==> src/include/rca_pkg.sv <==
// package of constants and types for the radio channel access timing block
package rca_pkg;
  // clock 25 MHz, timing tick 10 ms
  localparam int unsigned CLK_HZ        = 25000000;
  localparam int unsigned TICK_MS       = 10;
  localparam int unsigned TICK_CYCLES   = CLK_HZ / 1000 * TICK_MS;
  localparam int unsigned TICKS_PER_SEC = 1000 / TICK_MS;

  // register byte addresses
  localparam logic [7:0] ADDR_CLEAR_WAIT = 8'h00;
  localparam logic [7:0] ADDR_SLOT       = 8'h04;
  localparam logic [7:0] ADDR_PERSISTENCE_THRESHOLD    = 8'h08;
  localparam logic [7:0] ADDR_KEYUP      = 8'h0C;
  localparam logic [7:0] ADDR_ACKWAIT    = 8'h10;
  localparam logic [7:0] ADDR_RETRY      = 8'h14;
  localparam logic [7:0] ADDR_CONTROL    = 8'h18;
  localparam logic [7:0] ADDR_STATUS     = 8'h1C;
  localparam logic [7:0] ADDR_TXDATA     = 8'h20;

  // reset values
  localparam logic [7:0] RST_CLEAR_WAIT = 8'h00;
  localparam logic [7:0] RST_SLOT       = 8'h0A;
  localparam logic [7:0] RST_PERSISTENCE_THRESHOLD    = 8'h3F;
  localparam logic [7:0] RST_KEYUP      = 8'h1E;
  localparam logic [7:0] RST_ACKWAIT    = 8'h04;
  localparam logic [7:0] RST_RETRY      = 8'h0A;
  localparam logic [7:0] LFSR_SEED      = 8'hA5;

  // control register fields
  localparam int unsigned CTL_LINKV2   = 0;
  localparam int unsigned CTL_DIGI     = 1;
  localparam int unsigned CTL_NEEDACK  = 2;
  localparam int unsigned CTL_START    = 3;
  localparam int unsigned CTL_ACKRX    = 4;
  localparam int unsigned CTL_DIGN_LSB = 8;

  localparam logic [7:0] HDLC_FLAG = 8'h7E;

  typedef enum logic [3:0] {
    ST_IDLE    = 4'b0000,
    ST_CLEAR   = 4'b0001,
    ST_SLOT    = 4'b0010,
    ST_DRAW    = 4'b0011,
    ST_KEYUP   = 4'b0100,
    ST_DATA    = 4'b0101,
    ST_CLOSE   = 4'b0110,
    ST_ACKWAIT = 4'b0111,
    ST_DISC    = 4'b1000
  } rca_state_t;

  typedef enum logic [1:0] {
    FR_DATA = 2'b00,
    FR_POLL = 2'b01,
    FR_DISC = 2'b10
  } rca_frame_t;
endpackage

==> src/hw/rca_skid.sv <==
// two-entry valid/ready buffer for the transmit octet stream
`timescale 1ns/100ps
module rca_skid (
  input  wire logic       clk,      // clock
  input  wire logic       rst_b,    // async reset, active low
  input  wire logic [7:0] inData,   // octet in
  input  wire logic       inValid,  // octet offered
  output logic            inReady,  // room for an octet
  output logic [7:0]      outData,  // octet out
  output logic            outValid, // octet available
  input  wire logic       outReady  // consumer takes octet
);
  logic [7:0] mem [2];
  logic       wrPtr;
  logic       rdPtr;
  logic [1:0] count;
  logic       push;
  logic       pop;

  // a full buffer still takes a word in the cycle it hands one out
  assign inReady  = (count != 2'h2) || outReady;
  assign outValid = (count != 2'h0);
  assign outData  = mem[rdPtr];
  assign push     = inValid && inReady;
  assign pop      = outValid && outReady;

  always_ff @(posedge clk) begin
    if (push) begin
      mem[wrPtr] <= inData;
    end
  end

  always_ff @(posedge clk or negedge rst_b) begin
    if (!rst_b) begin
      wrPtr <= 1'b0;
      rdPtr <= 1'b0;
      count <= 2'h0;
    end else begin
      if (push) begin
        wrPtr <= ~wrPtr;
      end
      if (pop) begin
        rdPtr <= ~rdPtr;
      end
      count <= count + {1'b0, push} - {1'b0, pop};
    end
  end
endmodule

==> src/hw/rca_channel_access.sv <==
// transmit channel access, key-up, ack timer and retry sequencing
//
// The implementer's own choices: register access over AHB-Lite and the address map.
`timescale 1ns/100ps
module rca_channel_access (
  input  wire logic        clk,          // clock, 25 MHz
  input  wire logic        rst_b,        // async reset, active low
  input  wire logic [31:0] haddr,        // ahb address
  input  wire logic [1:0]  htrans,       // ahb transfer type
  input  wire logic        hwrite,       // ahb write
  input  wire logic [2:0]  hsize,        // ahb size
  input  wire logic [31:0] hwdata,       // ahb write data
  input  wire logic        hsel,         // ahb slave select
  input  wire logic        hready,       // ahb bus ready
  output logic [31:0]      hrdata,       // ahb read data
  output logic             hreadyout,    // ahb slave ready
  output logic             hresp,        // ahb response, always okay
  input  wire logic        carrierDetect,// carrier from radio
  output logic             transmitKey,  // push-to-talk to radio
  output logic [7:0]       txOctet,      // octet to modulator
  output logic             txValid,      // octet valid
  input  wire logic        txReady,      // modulator takes octet
  output logic [1:0]       txKind,       // frame kind being sent
  output logic             txFrameBody   // octet is frame content
);
  logic [7:0]  clearWait;
  logic [7:0]  slotTime;
  logic [7:0]  persistenceThreshold;
  logic [7:0]  keyupFlagDelay;
  logic [7:0]  ackWaitTime;
  logic [7:0]  retryLimit;
  logic        linkVersionSelect;
  logic        digiFrame;
  logic        needAck;
  logic [3:0]  digiCount;
  rca_pkg::rca_state_t state;
  rca_pkg::rca_frame_t frameKind;
  logic [23:0] tickCnt;
  logic        tick;
  logic [15:0] waitTicks;
  logic [19:0] ackTicks;
  logic [19:0] ackTarget;
  logic [7:0]  tries;
  logic [7:0]  lfsr;
  logic        discarded;
  logic        connected;
  logic        startReq;
  logic        ackReq;
  logic        wrPend;
  logic [7:0]  wrAddr;
  logic [7:0]  rdAddr;
  logic        wrData;
  logic [7:0]  fifoData;
  logic        fifoValid;
  logic        fifoReady;
  logic        fifoInReady;
  logic        txLoad;
  logic        bodyLoad;
  logic        popBody;
  logic        recirc;
  logic        hostPush;
  logic        retire;
  logic        flushing;
  logic [1:0]  bodyLen;
  logic [1:0]  bodySent;
  logic [7:0]  next_lfsr;

  // registers answer in zero wait states
  assign hreadyout = 1'b1;
  assign hresp     = 1'b0;

  always_ff @(posedge clk or negedge rst_b) begin
    if (!rst_b) begin
      wrPend <= 1'b0;
      wrAddr <= 8'h00;
    end else begin
      wrPend <= hsel && hready && htrans[1] && hwrite;
      wrAddr <= haddr[7:0];
    end
  end

  always_ff @(posedge clk or negedge rst_b) begin
    if (!rst_b) begin
      rdAddr <= 8'h00;
    end else if (hsel && hready && htrans[1] && !hwrite) begin
      rdAddr <= haddr[7:0];
    end
  end

  always_comb begin
    unique case (rdAddr)
      rca_pkg::ADDR_CLEAR_WAIT: hrdata = {24'h000000, clearWait};
      rca_pkg::ADDR_SLOT:       hrdata = {24'h000000, slotTime};
      rca_pkg::ADDR_PERSISTENCE_THRESHOLD:    hrdata = {24'h000000, persistenceThreshold};
      rca_pkg::ADDR_KEYUP:      hrdata = {24'h000000, keyupFlagDelay};
      rca_pkg::ADDR_ACKWAIT:    hrdata = {24'h000000, ackWaitTime};
      rca_pkg::ADDR_RETRY:      hrdata = {24'h000000, retryLimit};
      rca_pkg::ADDR_CONTROL:    hrdata = {20'h00000, digiCount, 5'h00, needAck, digiFrame,
                                          linkVersionSelect};
      rca_pkg::ADDR_STATUS:     hrdata = {8'h00, tries, 6'h00, frameKind, fifoInReady,
                                          discarded, connected, transmitKey, state};
      default:                  hrdata = 32'h00000000;
    endcase
  end

  // configuration writes
  always_ff @(posedge clk or negedge rst_b) begin
    if (!rst_b) begin
      clearWait            <= rca_pkg::RST_CLEAR_WAIT;
      slotTime             <= rca_pkg::RST_SLOT;
      persistenceThreshold <= rca_pkg::RST_PERSISTENCE_THRESHOLD;
      keyupFlagDelay       <= rca_pkg::RST_KEYUP;
      ackWaitTime          <= rca_pkg::RST_ACKWAIT;
      retryLimit           <= rca_pkg::RST_RETRY;
      linkVersionSelect    <= 1'b0;
      digiFrame            <= 1'b0;
      needAck              <= 1'b0;
      digiCount            <= 4'h0;
    end else if (wrPend) begin
      unique case (wrAddr)
        rca_pkg::ADDR_CLEAR_WAIT: clearWait            <= hwdata[7:0];
        rca_pkg::ADDR_SLOT:       slotTime             <= hwdata[7:0];
        rca_pkg::ADDR_PERSISTENCE_THRESHOLD:    persistenceThreshold <= hwdata[7:0];
        rca_pkg::ADDR_KEYUP:      keyupFlagDelay       <= hwdata[7:0];
        rca_pkg::ADDR_ACKWAIT:    ackWaitTime          <= hwdata[7:0];
        rca_pkg::ADDR_RETRY:      retryLimit           <= hwdata[7:0];
        rca_pkg::ADDR_CONTROL: begin
          linkVersionSelect <= hwdata[rca_pkg::CTL_LINKV2];
          digiFrame         <= hwdata[rca_pkg::CTL_DIGI];
          needAck           <= hwdata[rca_pkg::CTL_NEEDACK];
          digiCount         <= hwdata[rca_pkg::CTL_DIGN_LSB +: 4];
        end
        default: ;
      endcase
    end
  end

  // start and ack strobes; a start write is held until the fsm takes it in idle, an ack write lasts one cycle
  always_ff @(posedge clk or negedge rst_b) begin
    if (!rst_b) begin
      startReq <= 1'b0;
      ackReq   <= 1'b0;
    end else begin
      if (wrPend && wrAddr == rca_pkg::ADDR_CONTROL && hwdata[rca_pkg::CTL_START]) begin
        startReq <= 1'b1;
      end else if (state == rca_pkg::ST_IDLE) begin
        startReq <= 1'b0;
      end
      if (wrPend && wrAddr == rca_pkg::ADDR_CONTROL && hwdata[rca_pkg::CTL_ACKRX]) begin
        ackReq <= 1'b1;
      end else if (state != rca_pkg::ST_ACKWAIT) begin
        ackReq <= 1'b0;
      end else begin
        ackReq <= 1'b0;
      end
    end
  end

  // frame octets: bits 7:0 of the write are the octet; bit 8 is not used
  assign wrData = wrPend && (wrAddr == rca_pkg::ADDR_TXDATA);

  rca_skid u_skid (
    .clk      (clk),
    .rst_b    (rst_b),
    .inData   (recirc ? fifoData : hwdata[7:0]),
    .inValid  (wrData || recirc),
    .inReady  (fifoInReady),
    .outData  (fifoData),
    .outValid (fifoValid),
    .outReady (fifoReady)
  );

  // frame length counts host octets; a host write in a cycle that recirculates an acked octet is lost
  assign hostPush = wrData && !recirc && fifoInReady;
  assign retire   = (state == rca_pkg::ST_CLOSE && txReady && !needAck &&
                     frameKind == rca_pkg::FR_DATA) ||
                    (state == rca_pkg::ST_ACKWAIT && ackReq) ||
                    (state == rca_pkg::ST_ACKWAIT && ackTicks >= ackTarget &&
                     tries >= retryLimit && frameKind == rca_pkg::FR_DISC);
  always_ff @(posedge clk or negedge rst_b) begin
    if (!rst_b) begin
      bodyLen <= 2'h0;
    end else if (retire) begin
      bodyLen <= {1'b0, hostPush};
    end else if (hostPush) begin
      bodyLen <= bodyLen + 2'h1;
    end
  end
  always_ff @(posedge clk or negedge rst_b) begin
    if (!rst_b) begin
      bodySent <= 2'h0;
    end else if (state == rca_pkg::ST_KEYUP) begin
      bodySent <= 2'h0;
    end else if (popBody) begin
      bodySent <= bodySent + 2'h1;
    end
  end
  // a retired acked frame is drained so the next one starts clean
  always_ff @(posedge clk or negedge rst_b) begin
    if (!rst_b) begin
      flushing <= 1'b0;
    end else if (retire && needAck) begin
      flushing <= 1'b1;
    end else if (!fifoValid) begin
      flushing <= 1'b0;
    end
  end

  // 10 ms tick
  always_ff @(posedge clk or negedge rst_b) begin
    if (!rst_b) begin
      tickCnt <= 24'h000000;
    end else if (tickCnt == 24'(rca_pkg::TICK_CYCLES - 1)) begin
      tickCnt <= 24'h000000;
    end else begin
      tickCnt <= tickCnt + 24'h000001;
    end
  end
  assign tick = (tickCnt == 24'(rca_pkg::TICK_CYCLES - 1));

  // random source for the persistence draw, 1..255
  assign next_lfsr = {lfsr[6:0], lfsr[7] ^ lfsr[5] ^ lfsr[4] ^ lfsr[3]};
  always_ff @(posedge clk or negedge rst_b) begin
    if (!rst_b) begin
      lfsr <= rca_pkg::LFSR_SEED;
    end else begin
      lfsr <= next_lfsr;
    end
  end

  // ack wait in ticks: seconds times (2n+1)
  assign ackTarget = 20'(ackWaitTime * rca_pkg::TICKS_PER_SEC * ({digiCount, 1'b1}));

  // main sequencer
  always_ff @(posedge clk or negedge rst_b) begin
    if (!rst_b) begin
      state     <= rca_pkg::ST_IDLE;
      waitTicks <= 16'h0000;
      ackTicks  <= 20'h00000;
      tries     <= 8'h00;
      frameKind <= rca_pkg::FR_DATA;
      discarded <= 1'b0;
      connected <= 1'b0;
    end else begin
      unique case (state)
        rca_pkg::ST_IDLE: begin
          waitTicks <= 16'h0000;
          if (startReq) begin
            frameKind <= rca_pkg::FR_DATA;
            tries     <= 8'h00;
            discarded <= 1'b0;
            connected <= 1'b1;
            state     <= rca_pkg::ST_CLEAR;
          end
        end
        rca_pkg::ST_CLEAR: begin
          if (carrierDetect) begin
            waitTicks <= 16'h0000;
          end else if (digiFrame) begin
            waitTicks <= 16'h0000;
            state     <= rca_pkg::ST_KEYUP;
          end else if (waitTicks >= {8'h00, clearWait}) begin
            waitTicks <= 16'h0000;
            state     <= rca_pkg::ST_SLOT;
          end else if (tick) begin
            waitTicks <= waitTicks + 16'h0001;
          end
        end
        rca_pkg::ST_SLOT: begin
          if (carrierDetect) begin
            waitTicks <= 16'h0000;
          end else if (waitTicks >= {8'h00, slotTime}) begin
            state <= rca_pkg::ST_DRAW;
          end else if (tick) begin
            waitTicks <= waitTicks + 16'h0001;
          end
        end
        rca_pkg::ST_DRAW: begin
          waitTicks <= 16'h0000;
          if (carrierDetect) begin
            state <= rca_pkg::ST_SLOT;
          end else if (lfsr < persistenceThreshold) begin
            state <= rca_pkg::ST_KEYUP;
          end else begin
            state <= rca_pkg::ST_SLOT;
          end
        end
        rca_pkg::ST_KEYUP: begin
          if (txLoad && waitTicks >= {8'h00, keyupFlagDelay}) begin
            waitTicks <= 16'h0000;
            state     <= rca_pkg::ST_DATA;
          end else if (tick) begin
            waitTicks <= waitTicks + 16'h0001;
          end
        end
        rca_pkg::ST_DATA: begin
          if (txLoad && (frameKind != rca_pkg::FR_DATA || bodySent == bodyLen)) begin
            state <= rca_pkg::ST_CLOSE;
          end
        end
        rca_pkg::ST_CLOSE: begin
          if (txReady) begin
            ackTicks <= 20'h00000;
            state    <= (needAck || frameKind != rca_pkg::FR_DATA) ?
                        rca_pkg::ST_ACKWAIT : rca_pkg::ST_IDLE;
          end
        end
        rca_pkg::ST_ACKWAIT: begin
          if (ackReq) begin
            state <= rca_pkg::ST_IDLE;
            if (frameKind == rca_pkg::FR_DISC) begin
              connected <= 1'b0;
            end
          end else if (ackTicks >= ackTarget) begin
            if (tries < retryLimit) begin
              tries <= tries + 8'h01;
              if (frameKind == rca_pkg::FR_DATA && linkVersionSelect) begin
                frameKind <= rca_pkg::FR_POLL;
              end
              state <= rca_pkg::ST_CLEAR;
            end else if (frameKind != rca_pkg::FR_DISC) begin
              tries     <= 8'h00;
              frameKind <= rca_pkg::FR_DISC;
              state     <= rca_pkg::ST_CLEAR;
            end else begin
              discarded <= 1'b1;
              connected <= 1'b0;
              state     <= rca_pkg::ST_DISC;
            end
          end else if (tick && !carrierDetect) begin
            ackTicks <= ackTicks + 20'h00001;
          end
        end
        rca_pkg::ST_DISC: begin
          state <= rca_pkg::ST_IDLE;
        end
        default: state <= rca_pkg::ST_IDLE;
      endcase
    end
  end

  // output stage loads only when empty or its octet is taken
  assign txLoad    = !txValid || txReady;
  assign bodyLoad  = (state == rca_pkg::ST_DATA) && (frameKind == rca_pkg::FR_DATA) &&
                     (bodySent != bodyLen) && fifoValid;
  assign popBody   = bodyLoad && txLoad;
  // acked frames go back to the tail so a resend is whole
  assign recirc    = popBody && needAck;
  assign fifoReady = popBody || flushing;

  always_ff @(posedge clk or negedge rst_b) begin
    if (!rst_b) begin
      transmitKey <= 1'b0;
      txOctet     <= 8'h00;
      txValid     <= 1'b0;
      txFrameBody <= 1'b0;
      txKind      <= 2'h0;
    end else begin
      transmitKey <= (state == rca_pkg::ST_KEYUP) || (state == rca_pkg::ST_DATA) ||
                     (state == rca_pkg::ST_CLOSE && !txReady);
      if (txLoad) begin
        txValid     <= (state == rca_pkg::ST_KEYUP) || (state == rca_pkg::ST_DATA);
        txKind      <= frameKind;
        txFrameBody <= bodyLoad;
        txOctet     <= bodyLoad ? fifoData : rca_pkg::HDLC_FLAG;
      end
    end
  end
endmodule

==> config.mk <==
export PLATFORM = sky130hd
export DESIGN_NAME = rca_channel_access
export DESIGN_NICKNAME = d
export VERILOG_FILES = /design/src/include/rca_pkg.sv /design/src/hw/rca_skid.sv /design/src/hw/rca_channel_access.sv
export SDC_FILE = /design/constraint.sdc
export NUM_CORES = 1
export LEC_CHECK = 0
export ABC_AREA = 1
export BUFFER_PORTS_ARGS = -buffer_cell sky130_fd_sc_hd__buf_2
export CAP_MARGIN = 20
export CORE_ASPECT_RATIO = 1.5
export CORE_MARGIN = 4
export CORE_UTILIZATION = 25
export CTS_BUF_LIST = sky130_fd_sc_hd__clkbuf_16
export DETAILED_ROUTE_END_ITERATION = 10
export PLACE_DENSITY = 0.36
export SYNTH_ARGS = -nofsm -noshare
export SYNTH_HDL_FRONTEND = slang
export SYNTH_HIERARCHICAL = 1
export SYNTH_SLANG_ARGS = --single-unit
==> constraint.sdc <==
create_clock -name clk -period 11.3 [get_ports clk]
set_input_delay 1.13 -clock clk [delete_from_list [all_inputs] [get_ports clk]]
set_output_delay 1.13 -clock clk [all_outputs]
set_load 0.02 [all_outputs]
=== Word-level counts from Yosys, hierarchy flattened ===
Memory sizes are Yosys's and may differ from the RTL's.
Cells that the tools add are included.

* Output and inout port bits: 47
* Register bits: 180
* RAM bits: 16
* Input bits: 76
* Memories kept: 1

* Mux-type cells: 71
* Equal/unequal tests: 49
* $lt $le $gt $ge: 7
* Bitwise gates (word level): 5
* Add/sub/neg operators: 8
* Reductions and logical operators: 73
* Multiply operators: 2

{| class="wikitable"
|+ Memory list
! memory !! words !! width !! read ports !! clocked after memory_dff !! write ports !! line !! source
|-
| u_skid.mem || 2 || 8 || 1 || 0 || 1 || rca_skid.sv:13 || <nowiki>logic [7:0] mem [2];</nowiki>
|}

{| class="wikitable"
|+ Operators with widths
! cell !! count
|-
| 24-bit one-hot mux with 8 select lines || 1
|-
| 16-bit 2-to-1 mux || 7
|-
| 20-bit 2-to-1 mux || 4
|-
| 16-bit one-hot mux with 4 select lines || 1
|-
| 8-bit by 5-bit == test with 1-bit output (second input constant) || 7
|-
| 8-bit 2-to-1 mux || 7
|-
| 4-bit 2-to-1 mux || 13
|-
| 16-bit by 8-bit >= comparator with 1-bit output || 3
|-
| 20-bit one-hot mux with 2 select lines || 1
|-
| 8-bit by 4-bit == test with 1-bit output (second input constant) || 4
|-
| 4-bit one-hot mux with 8 select lines || 1
|-
| 1-bit logical AND || 30
|-
| 2-bit != test (second input constant) || 13
|-
| 24-bit by 1-bit adder with 24-bit output (second input constant) || 1
|-
| 24-bit by 18-bit == test with 1-bit output (second input constant) || 1
|-
| 24-bit 2-to-1 mux || 1
|-
| 20-bit by 1-bit adder with 20-bit output (second input constant) || 1
|-
| 20-bit >= comparator || 1
|-
| 2-bit 2-to-1 mux || 10
|-
| 13-bit by 5-bit multiplier with 18-bit output || 1
|-
| 1-bit 2-to-1 mux || 18
|-
| 6-bit AND reduction || 3
|-
| 16-bit by 1-bit adder with 16-bit output (second input constant) || 1
|-
| 4-bit by 3-bit == test with 1-bit output (second input constant) || 4
|-
| 35 further kinds || 81
|}

=== Logic depth before layout (Yosys ltp) ===
Gate-level depths: netlist of run 1.

* Depth in word-level cells: 11
* Gate-level depth with buffers: 38

=== By module ===
Netlist of run 1, hierarchy kept.

{| class="wikitable"
|+ Modules (own cells, without submodules)
! module !! cells each !! area each (um^2) !! sequential area each (um^2) !! instances
|-
| rca_channel_access || 1780 || 13294.0 || 4428.0 || 1
|-
| rca_skid || 72 || 833.3 || 580.6 || 1
|}

=== Worst setup path after synthesis of run 1 ===
OpenSTA, ideal clock, no wires.

* Path type: register -> register
* From: register ackWaitTime[2]
* To: register tries[6]
* Stages on the path, launching flop included: 35
* Period minus slack after synthesis: 6.705 ns
* Data arrival time: 6.579 ns
* Buffers on the path: 1
* Slack: 4.595 ns
* Setup time: 0.126 ns
* Path through: dfstp_2 ha_1 ha_1 fa_1 ha_1 a21oi_1 nand2_1 xnor2_1 nor2_1 fa_1 fa_1 fa_1 ha_1 nand2_1 nor3_1 a21oi_1 o21ai_0 nand2_1 inv_1 nor2_1 nand2_1 nand2_1 ha_1 nand2_1 nor2_1 nand2_1 nor2_1 nand2_1 nand3_1 nand2_2 nand2_4 nand2_2 buf_2 nand2_1 o21ai_0

* Word-level cells in the longest chain between the ends: 5

{| class="wikitable"
|+ Ends and longest elaborated chain
! what !! line !! source
|-
| start, declared || rca_channel_access.sv:30 || <nowiki>logic [7:0] ackWaitTime;</nowiki>
|-
| start signal, assigned || rca_channel_access.sv:113 || <nowiki>ackWaitTime <= rca_pkg::RST_ACKWAIT;</nowiki>
|-
| start signal, assigned || rca_channel_access.sv:125 || <nowiki>rca_pkg::ADDR_ACKWAIT: ackWaitTime <= hwdata[7:0];</nowiki>
|-
| 8-bit by 5-bit multiplier with 13-bit output || rca_channel_access.sv:232 || <nowiki>assign ackTarget = 20'(ackWaitTime * rca_pkg::TICKS_PER_SEC * ({digiCount, 1'b1}));</nowiki>
|-
| 13-bit by 5-bit multiplier with 18-bit output || rca_channel_access.sv:232 ||
|-
| 20-bit >= comparator || rca_channel_access.sv:314 || <nowiki>end else if (ackTicks >= ackTarget) begin</nowiki>
|-
| 2-bit by 1-bit != test with 1-bit output (no line) || n/a ||
|-
| 5-bit AND reduction (no line) || n/a ||
|-
| end signal, assigned || rca_channel_access.sv:316 || <nowiki>tries <= tries + 8'h01;</nowiki>
|-
| end, declared || rca_channel_access.sv:43 || <nowiki>logic [7:0] tries;</nowiki>
|}

No other way between the ends.
A chain may end at the register's enable or synchronous reset.

=== Worst setup path after layout of run 1 ===
* From: register ackWaitTime[2]
* To: register ackTicks[6]

* Word-level cells in the longest chain between the ends: 5

{| class="wikitable"
|+ Ends and longest elaborated chain
! what !! line !! source
|-
| 8-bit by 5-bit multiplier with 13-bit output || rca_channel_access.sv:232 ||
|-
| 13-bit by 5-bit multiplier with 18-bit output || rca_channel_access.sv:232 ||
|-
| 20-bit >= comparator || rca_channel_access.sv:314 ||
|-
| 2-bit != test (no line) || n/a ||
|-
| 5-bit AND reduction (no line) || n/a ||
|-
| end signal, assigned || rca_channel_access.sv:331 || <nowiki>ackTicks <= ackTicks + 20'h00001;</nowiki>
|-
| end, declared || rca_channel_access.sv:41 || <nowiki>logic [19:0] ackTicks;</nowiki>
|}

No other way between the ends.

==> results of run 1 <==
==> cell type report <==
cell class	count	area share
flip-flops and latches	196	0.317
well taps	756	0.0598
clock inverters	14	0.0106
multi-input cells	1323	0.492
inverters	300	0.0716
repair buffers	63	0.0210
clock buffers	18	0.0285
==> stage by stage <==
| step | worst slack, ns | instances |
|---|---|---|
| finish | 3.23 | 2670 |
| global route | 2.52 | 2670 |
| CTS | 3.14 | 2670 |
| detailed placement | 3.16 | 2638 |
| global placement | 3.22 | 2638 |
| floorplan | 4.60 | 1864 |
==> routing by layer <==
layer  up-vias  wire length [um]  track usage  share of wire
met5         -                 0            0              0
met4         0               510       0.0315          0.012
met3        21               962       0.0248          0.022
met2       111             24600        0.291           0.56
met1      5689             18000        0.169           0.41
li1       6026                 -            -              -
==> state kept, by name, indices dropped and copies added, names as in the netlist, 2 cells and up <==
signal,count
ackTicks,20
ackWaitTime,8
bodyLen,2
bodySent,2
clearWait,8
digiCount,4
frameKind,2
keyupFlagDelay,8
lfsr,8
persistenceThreshold,8
rdAddr,8
retryLimit,8
slotTime,8
state,4
tickCnt,24
tries,8
txKind,2
txOctet,8
u_skid/count,2
u_skid/mem,16
waitTicks,16
wrAddr,8
==> final timing paths <==
kind / slack [ns] / start / depth (start not counted) / to
min in group asynchronous: 0.71 / rst_b / 1 / tickCnt[13]
worst min-delay path: 0.39 / lfsr[1] / 0 / lfsr[2]
worst min register to register: 0.39 / lfsr[1] / 0 / lfsr[2]
max in group asynchronous: 9.33 / rst_b / 2 / txFrameBody
worst max-delay path: 3.23 / ackWaitTime[2] / 32 / ackTicks[6]
worst max register to register: 3.23 / ackWaitTime[2] / 32 / ackTicks[6]
==> worst register-to-register path: cells and delay by family (launching register included) <==
kind / cells / cell delay [ns]
compound gates: 4 / 0.93
buf+inv: 2 / 0.12
simple gates: 16 / 2.15
xor+xnor: 1 / 0.49
flops: 1 / 0.67
fa+ha+maj: 9 / 3.60
==> power breakdown <==
part | leakage (nW) | switching [mW] | total, mW | internal (mW)
clock | 0.301 | 0.322 | 0.668 | 0.347
sequential | 2.27 | 0.0452 | 0.799 | 0.753
combinational | 5.63 | 1.25 | 1.99 | 0.742
total | 8.21 | 1.61 | 3.46 | 1.84
==> kinds of logic after synthesis <==
group / Yosys count / synth area share
AOI/OAI and AO/OA: 225 / 0.0883
xor gates and xnor gates: 66 / 0.0409
adders and majority gates: 155 / 0.156
buffers and inverters: 345 / 0.0988
DFF: 196 / 0.355
other: 2 / 0.000532
and+or+nand+nor: 863 / 0.260
==> cell usage after synthesis, types with 18 or more instances <==
library cell / n
buf_4: 18
xnor2_1: 20
dfrtp_1: 161
dfstp_2: 19
a21oi_1: 67
nand2_1: 452
nand3_1: 92
o21ai_0: 97
inv_1: 287
nand4_1: 50
xor2_1: 46
ha_1: 119
o22ai_1: 25
nor3_1: 33
nor2_1: 193
fa_1: 36
==> metrics.txt, run 1 <==
# diodes 0; first-pass GRT wire length 70,100 um; H-tree Lvls 4; vias per cell 4.44; critical path arrival 8.44 ns; Post-CTS Resized 0; Clock Skews 0.0154 ns; Mean Syn Cell Area 7.63 um2; nets 2,132; ANT nets after route 0; worst min path class register to register; Area growth, synth to finish 11.9%; number of global-route vias before repair 12,200; initial drt markers 463; Die H between 200 and 300 um; share of post-route cells with drive strength above 1 0.0810; CP endpoint kind register; hold slack 0.385 ns; Critical Path RT 11.67 ns; fillcell total 6,190; Max Cap Viol 0; initial antenna violation count 0; TNS Setup 0 ns; Yosys warning count 6; VDD IR max between 0.15 and 0.2 mV; Port Buffer Count 60; CTS Buf Count 17; post-DR wirelength/cell about 16 um; fin. max-slew vios 0; Yosys top cell by area dfrtp_1; Startpoint Class register; sequential area share after synthesis 0.355; Post-Synthesis Cells 1,852; DP HPWL 34,800 um; DP Area 15,200 um2; f_max 124 MHz; relative slew slack 0.294; largest net degree at the start of global routing 83; Seq cells post-synth 196; GRT Util Overall 0.149; Worst path max stage delay 0.67 ns; Post-synth ARST share 0.918; initial core utilization 0.253; most frequent CP cell nand2_1; final setup fails 0; Mapped Area between 10,000 and 15,000 um2; slowest CP cell dfstp_2; Post-synth EDFFs 16; clock sinks 196; die area 60,500 um2; Reg clk slew, reported paths 0.08 ns; crit-path max FO 23; Reg area ~5000 um2; Area contributors post-synth dfrtp_1 (29%), nand2_1 (12%), ha_1 (11%); Final Power 3.46 mW; cts hold-fix bufs 0; Cell variety after synth 51; Post CTS Setup Buffer Count 0; clk root buf clkbuf_16; total core area 55,800 um2; RSZ-0062 raised after global routing no; most common cell after layout, fill and taps aside nand2_1; Clk Latency, worst-skew pair 0.49 ns; Die Width just over 200 um; Worst-Margin Slew 1.06 ns; Worst path top cell family by delay adder cells; most frequent cells in the layout nand2_1 (452), inv_1 (288), nor2_1 (192), dfrtp_1 (161), ha_1 (119); Power Dens Cells 219 nW/um2; fin crit share 0.714; final core utilization 0.283; Final Hold Fails 0; outcome complete, no violations; via count 11,800; Yosys top cell area share 0.285; Pre-antenna DRT Iters 5; Main synth FF type dfrtp_1; critical path buffer and inverter count 2; Longest Clk Path Bufs 2; Rows ~110; routability cong. 0.843; minimum clock period 8.07 ns; final instance area 15,800 um2; GRT overflow 0; Ports 123; DRC 0; final wirelength 44,000 um; CTS tree done; Multi-input gate area 7770 um2; kind of critical path register to register; Leakage 8.21 nW
No activity file was read; power rests on OpenSTA's default activity.
==> run 2: changes to the inputs <==
Settings changed: PLACE_DENSITY 0.36 to 0.37.
Clock period 11.3 ns to 6.8 ns, I/O delays scaled along.
==> run 2 against run 1 <==
  * Non-clock buffer count increased by 70
  * Global-route usage up 0.49 points
  * Worst setup slack worse by 3.2 ns
  * Via count rose by 2.0%
  * Routed wire length is 2.9% higher
  * Power up 100%
  * Die area is the same
  * Register-to-register slack lost 3.2 ns
  * Clock skew down 0.0027 ns
  * Maximum frequency increased by 19%
  * Cell count grew 2.7%
==> metrics.txt, run 2 (synthesis gave the netlist of run 1 again) <==
Critical Path Source ackWaitTime[2]; Power Dens Cells about 420 nW/um2; Worst path top cell family by delay adder cells; Port Buffer Count 60; initial core utilization 0.253; Max Cap Viol 0; kind of critical path register to register; Startpoint Class register; Final Power 6.96 mW; VDD IR max 0.386 mV; Clock Skews 0.0127 ns; H-tree Lvls 4; worst reg2reg path depth 36; CTS Buf Count 17; f_max 148 MHz; clk root buf clkbuf_16; clock sinks 196; fin crit share 0.993; Worst path max stage delay 0.59 ns; GRT overflow 0; Pre-antenna DRT Iters 5; Reg area 5010 um2; Critical Path RT ~7 ns; Leakage 8.64 nW; final wirelength 45,300 um; share of post-route cells with drive strength above 1 0.142; DRC 0; initial drt markers 620; final setup fails 0; most frequent CP cell nand2_1; number of global-route vias before repair 12,700; initial antenna violation count 1; outcome complete, no violations; largest net degree at the start of global routing 98; worst reg-to-reg setup slack 0.05 ns; Die H around 300 um; via count 12,100; Top Registers tickCnt: 24 flops, ackTicks: 20 flops; DP Area between 15,000 and 20,000 um2; first-pass GRT wire length 72,400 um; Clk Latency, worst-skew pair between 0.4 and 0.5 ns; critical path buffer and inverter count 4; Worst-Margin Slew 1.02 ns; r2r startpoint ackWaitTime[2]; Reg clk slew, reported paths 0.08 ns; Die Width 202 um; most frequent cells in the layout nand2_1 (436), inv_1 (286), nor2_1 (188), dfrtp_1 (161), ha_1 (110); RSZ-0062 raised after global routing yes; hold slack 0.227 ns; Rows 106; fin. max-slew vios 0; worst min path class input port to async pin; ANT nets after route 0; GRT Util Overall 0.154; total core area 55,800 um2; DP HPWL approximately 35,000 um; reg-to-reg endpoint frameKind[1]; slowest CP cell dfstp_2; Final Hold Fails 0; relative slew slack 0.319; most common cell after layout, fill and taps aside nand2_1; crit-path max FO 5; vias per cell 4.41; CTS tree done; Most flops, register tickCnt; CP endpoint kind register; fillcell total roughly 6,000; minimum clock period roughly 6.8 ns; routability cong. 0.833; nets 2,203; Area growth, synth to finish 18.6%; Largest register FFs 24; Ports 123; post-DR wirelength/cell 16.5 um; Longest Clk Path Bufs 2; final instance area 16,700 um2; die area slightly above 60,000 um2; critical path arrival 7.13 ns; Multi-input gate area 8100 um2
run 2: worst max path at each step:
| stage | endpoint | slack, ns | cells past startpoint |
|---|---|---|---|
| floorplan | tries[6] | 0.1 | 34 |
| global placement | tries[6] | -0.31 | 30 |
| detailed placement | tries[5] | -0.36 | 30 |
| CTS | frameKind[1] | 0.02 | 36 |
| global route | frameKind[1] | -0.40 | 35 |
| finish | frameKind[1] | 0.05 | 36 |
run 2: cell type report:
type / instances / area share
multi-input cells: 1324 / 0.484
diodes: 1 / 0.000149
clock buffers: 17 / 0.0254
clock inverters: 15 / 0.0100
repair buffers: 133 / 0.0578
well taps: 756 / 0.0565
inverters: 300 / 0.0676
flip-flops and latches: 196 / 0.299
run 2: repair_timing:
action | in CTS | in global routing
setup buffers | 10 | 3
gates resized for setup | 48 | 34
endpoints found under the setup margin | 39 | 39
gates cloned | 2 | 2
hold buffers | 0 | 0
pin swaps | 41 | 24
endpoints found under the hold margin | 0 | 0
run 2: routing by layer:
| layer | GRT usage | vias to the layer above | wire [um] |
|---|---|---|---|
| met5 | 0 | - | 0 |
| met4 | 0.0511 | 0 | 1170 |
| met3 | 0.0255 | 42 | 1090 |
| met2 | 0.290 | 149 | 24600 |
| met1 | 0.176 | 5722 | 18500 |
| li1 | - | 6170 | - |
run 2: per-stage QoR:
step	std cells	util	setup slack [ns]	TNS, ns
2_1_floorplan	1864	-	0.0951	0
5_1_grt	2741	0.300	-0.395	-11.41
4_1_cts	2735	0.297	0.0189	0
3_3_place_gp	2692	0.280	-0.313	-9.34
6_report	2742	0.300	0.0476	0
3_5_place_dp	2692	0.280	-0.357	-11.26
run 2: report_power, final:
part           total (mW)  switching, mW  internal [mW]
clock network        1.08          0.554          0.523
logic                4.56           2.51           2.04
registers            1.33         0.0741           1.25
total                6.96           3.14           3.82
==> run 3: changes to the inputs <==
Settings changed: CORE_ASPECT_RATIO 1.5 to default, SETUP_SLACK_MARGIN from default to 0.1.
==> run 3 against run 2 <==
  * Sequential power is essentially flat
  * Sequential cell count is the same
  * Via count grew 0.32%
  * Clock power shrank 4%
  * Largest cell class unchanged
  * Clock skew grew 0.0060 ns
  * Highest routed layer unchanged
  * Combinational power is essentially flat
  * Die area shrank 0.13%
  * Cell count shrank 0.55%
  * Sequential share of layout area is essentially flat
==> metrics.txt, run 3 (synthesis gave the netlist of run 1 again) <==
outcome complete, no violations; most frequent cells in the layout nand2_1 (434), inv_1 (285), nor2_1 (187), dfrtp_1 (161), ha_1 (110); Final Hold Fails 0; final instance area 16,700 um2; VDD IR max 0.456 mV; Final Power 6.90 mW; H-tree Lvls 4; share of post-route cells with drive strength above 1 0.143; Largest register FFs 24; initial core utilization 0.254; Worst path max stage delay 0.59 ns; Clk Latency, worst-skew pair about 0.51 ns; Top Registers tickCnt: 24 flops, ackTicks: 20 flops; final core utilization 0.301; fin. max-slew vios 0; kind of critical path register to register; Ports ~120; critical path arrival 7.08 ns; Area growth, synth to finish 18.5%; Reg clk slew, reported paths 0.08 ns; Rows between 80 and 90; final wirelength 43,700 um; cts hold-fix bufs 0; Non-Filler Instances 2,727; RSZ-0062 raised after global routing yes; Worst path top cell family by delay adder cells; post-DR wirelength/cell 16.0 um; Max Cap Viol 0; dpl ws -0.381 ns; CTS Buf Count 17; crit-path max FO 4; fillcell total 6,101; Longest Clk Path Bufs 2; ANT nets after route 0; CP endpoint kind register; placed cell count roughly 2,700; via count 12,100; total core area around 56,000 um2; Port Buffer Count 60; Startpoint Class register; minimum clock period 6.69 ns; DP HPWL approximately 33,000 um; routability cong. around 0.81; number of global-route vias before repair 12,200; hold slack 0.0831 ns; Most flops, register tickCnt; GRT Util Overall 0.148; Leakage 8.63 nW; first-pass GRT wire length 69,500 um; die area between 60,000 and 70,000 um2; nets 2,196; largest net degree at the start of global routing about 150; DP Area between 15,000 and 20,000 um2; most common cell after layout, fill and taps aside nand2_1; initial drt markers 688; vias per cell 4.45; worst setup margin 0.109 ns; Worst-Margin Slew ~1 ns; final setup fails 0; relative slew slack 0.321; CTS tree done; fin crit share 0.984; Die H about 250 um; worst min path class input port to async pin; Critical Path RT 7.19 ns; Power Dens Cells 412 nW/um2; GRT overflow 0; initial antenna violation count 2; f_max 149 MHz; critical path buffer and inverter count 2; slowest CP cell dfstp_2; Clock Skews 0.0187 ns; DRC 0; Pre-antenna DRT Iters 6; TNS Setup 0 ns; clk root buf clkbuf_16; clock sinks between 150 and 200; Die Width 246 um
run 3: changes by cell type in the layout (fill, tap and decap cells not counted), moves of 3 or more:
cell / before / now
a21oi_2: 6 / 9
buf_4: 61 / 56
fa_1: 32 / 35
fa_2: 4 / 1
nand3_2: 11 / 8
xnor2_1: 20 / 16
xnor2_2: 0 / 4
run 3: final timing paths:
| check | to | start | cells past startpoint | slack (ns) |
|---|---|---|---|---|
| worst max-delay path | frameKind[1] | ackWaitTime[2] | 32 | 0.11 |
| worst min-delay path | digiCount[3] | rst_b | 1 | 0.08 |
| worst max register to register | frameKind[1] | ackWaitTime[2] | 32 | 0.11 |
| worst min register to register | lfsr[7] | lfsr[6] | 0 | 0.39 |
| max in group asynchronous | tickCnt[20] | rst_b | 2 | 5.48 |
| min in group clk | wrAddr[7] | haddr[7] | 1 | 0.30 |
run 3: layout make-up:
class                           instances  area [um2]  area share
Antenna cell                            1        2.50    0.000150
Clock buffer                           17         425      0.0254
Clock inverter                         15         149     0.00890
Inverter                              300        1130      0.0677
Multi-Input combinational cell       1324        8180       0.489
Sequential cell                       196        5010       0.299
Tap cell                              748         936      0.0559
Timing Repair Buffer                  126         900      0.0538
run 3: what timing repair did:
item,4_1_cts,5_1_grt
gates cloned,2,1
pin swaps,39,13
setup endpoints to repair,39,39
setup buffers,7,1
endpoints found under the hold margin,0,0
gates resized for setup,52,45
run 3: per-layer routing:
layer | vias up | GRT usage | share of wire
met1 | 5795 | 0.203 | 0.48
met3 | 25 | 0.0286 | 0.030
li1 | 6151 | - | -
met2 | 151 | 0.244 | 0.47
met4 | 0 | 0.0309 | 0.011
met5 | - | 0 | 0
run 3: power breakdown:
part / internal [mW] / total [mW] / leakage (nW) / switching [mW]
Clock: 0.486 / 1.04 / 0.279 / 0.557
Combinational: 2.08 / 4.53 / 6.08 / 2.45
Sequential: 1.25 / 1.33 / 2.27 / 0.0759
Total: 3.82 / 6.90 / 8.63 / 3.08
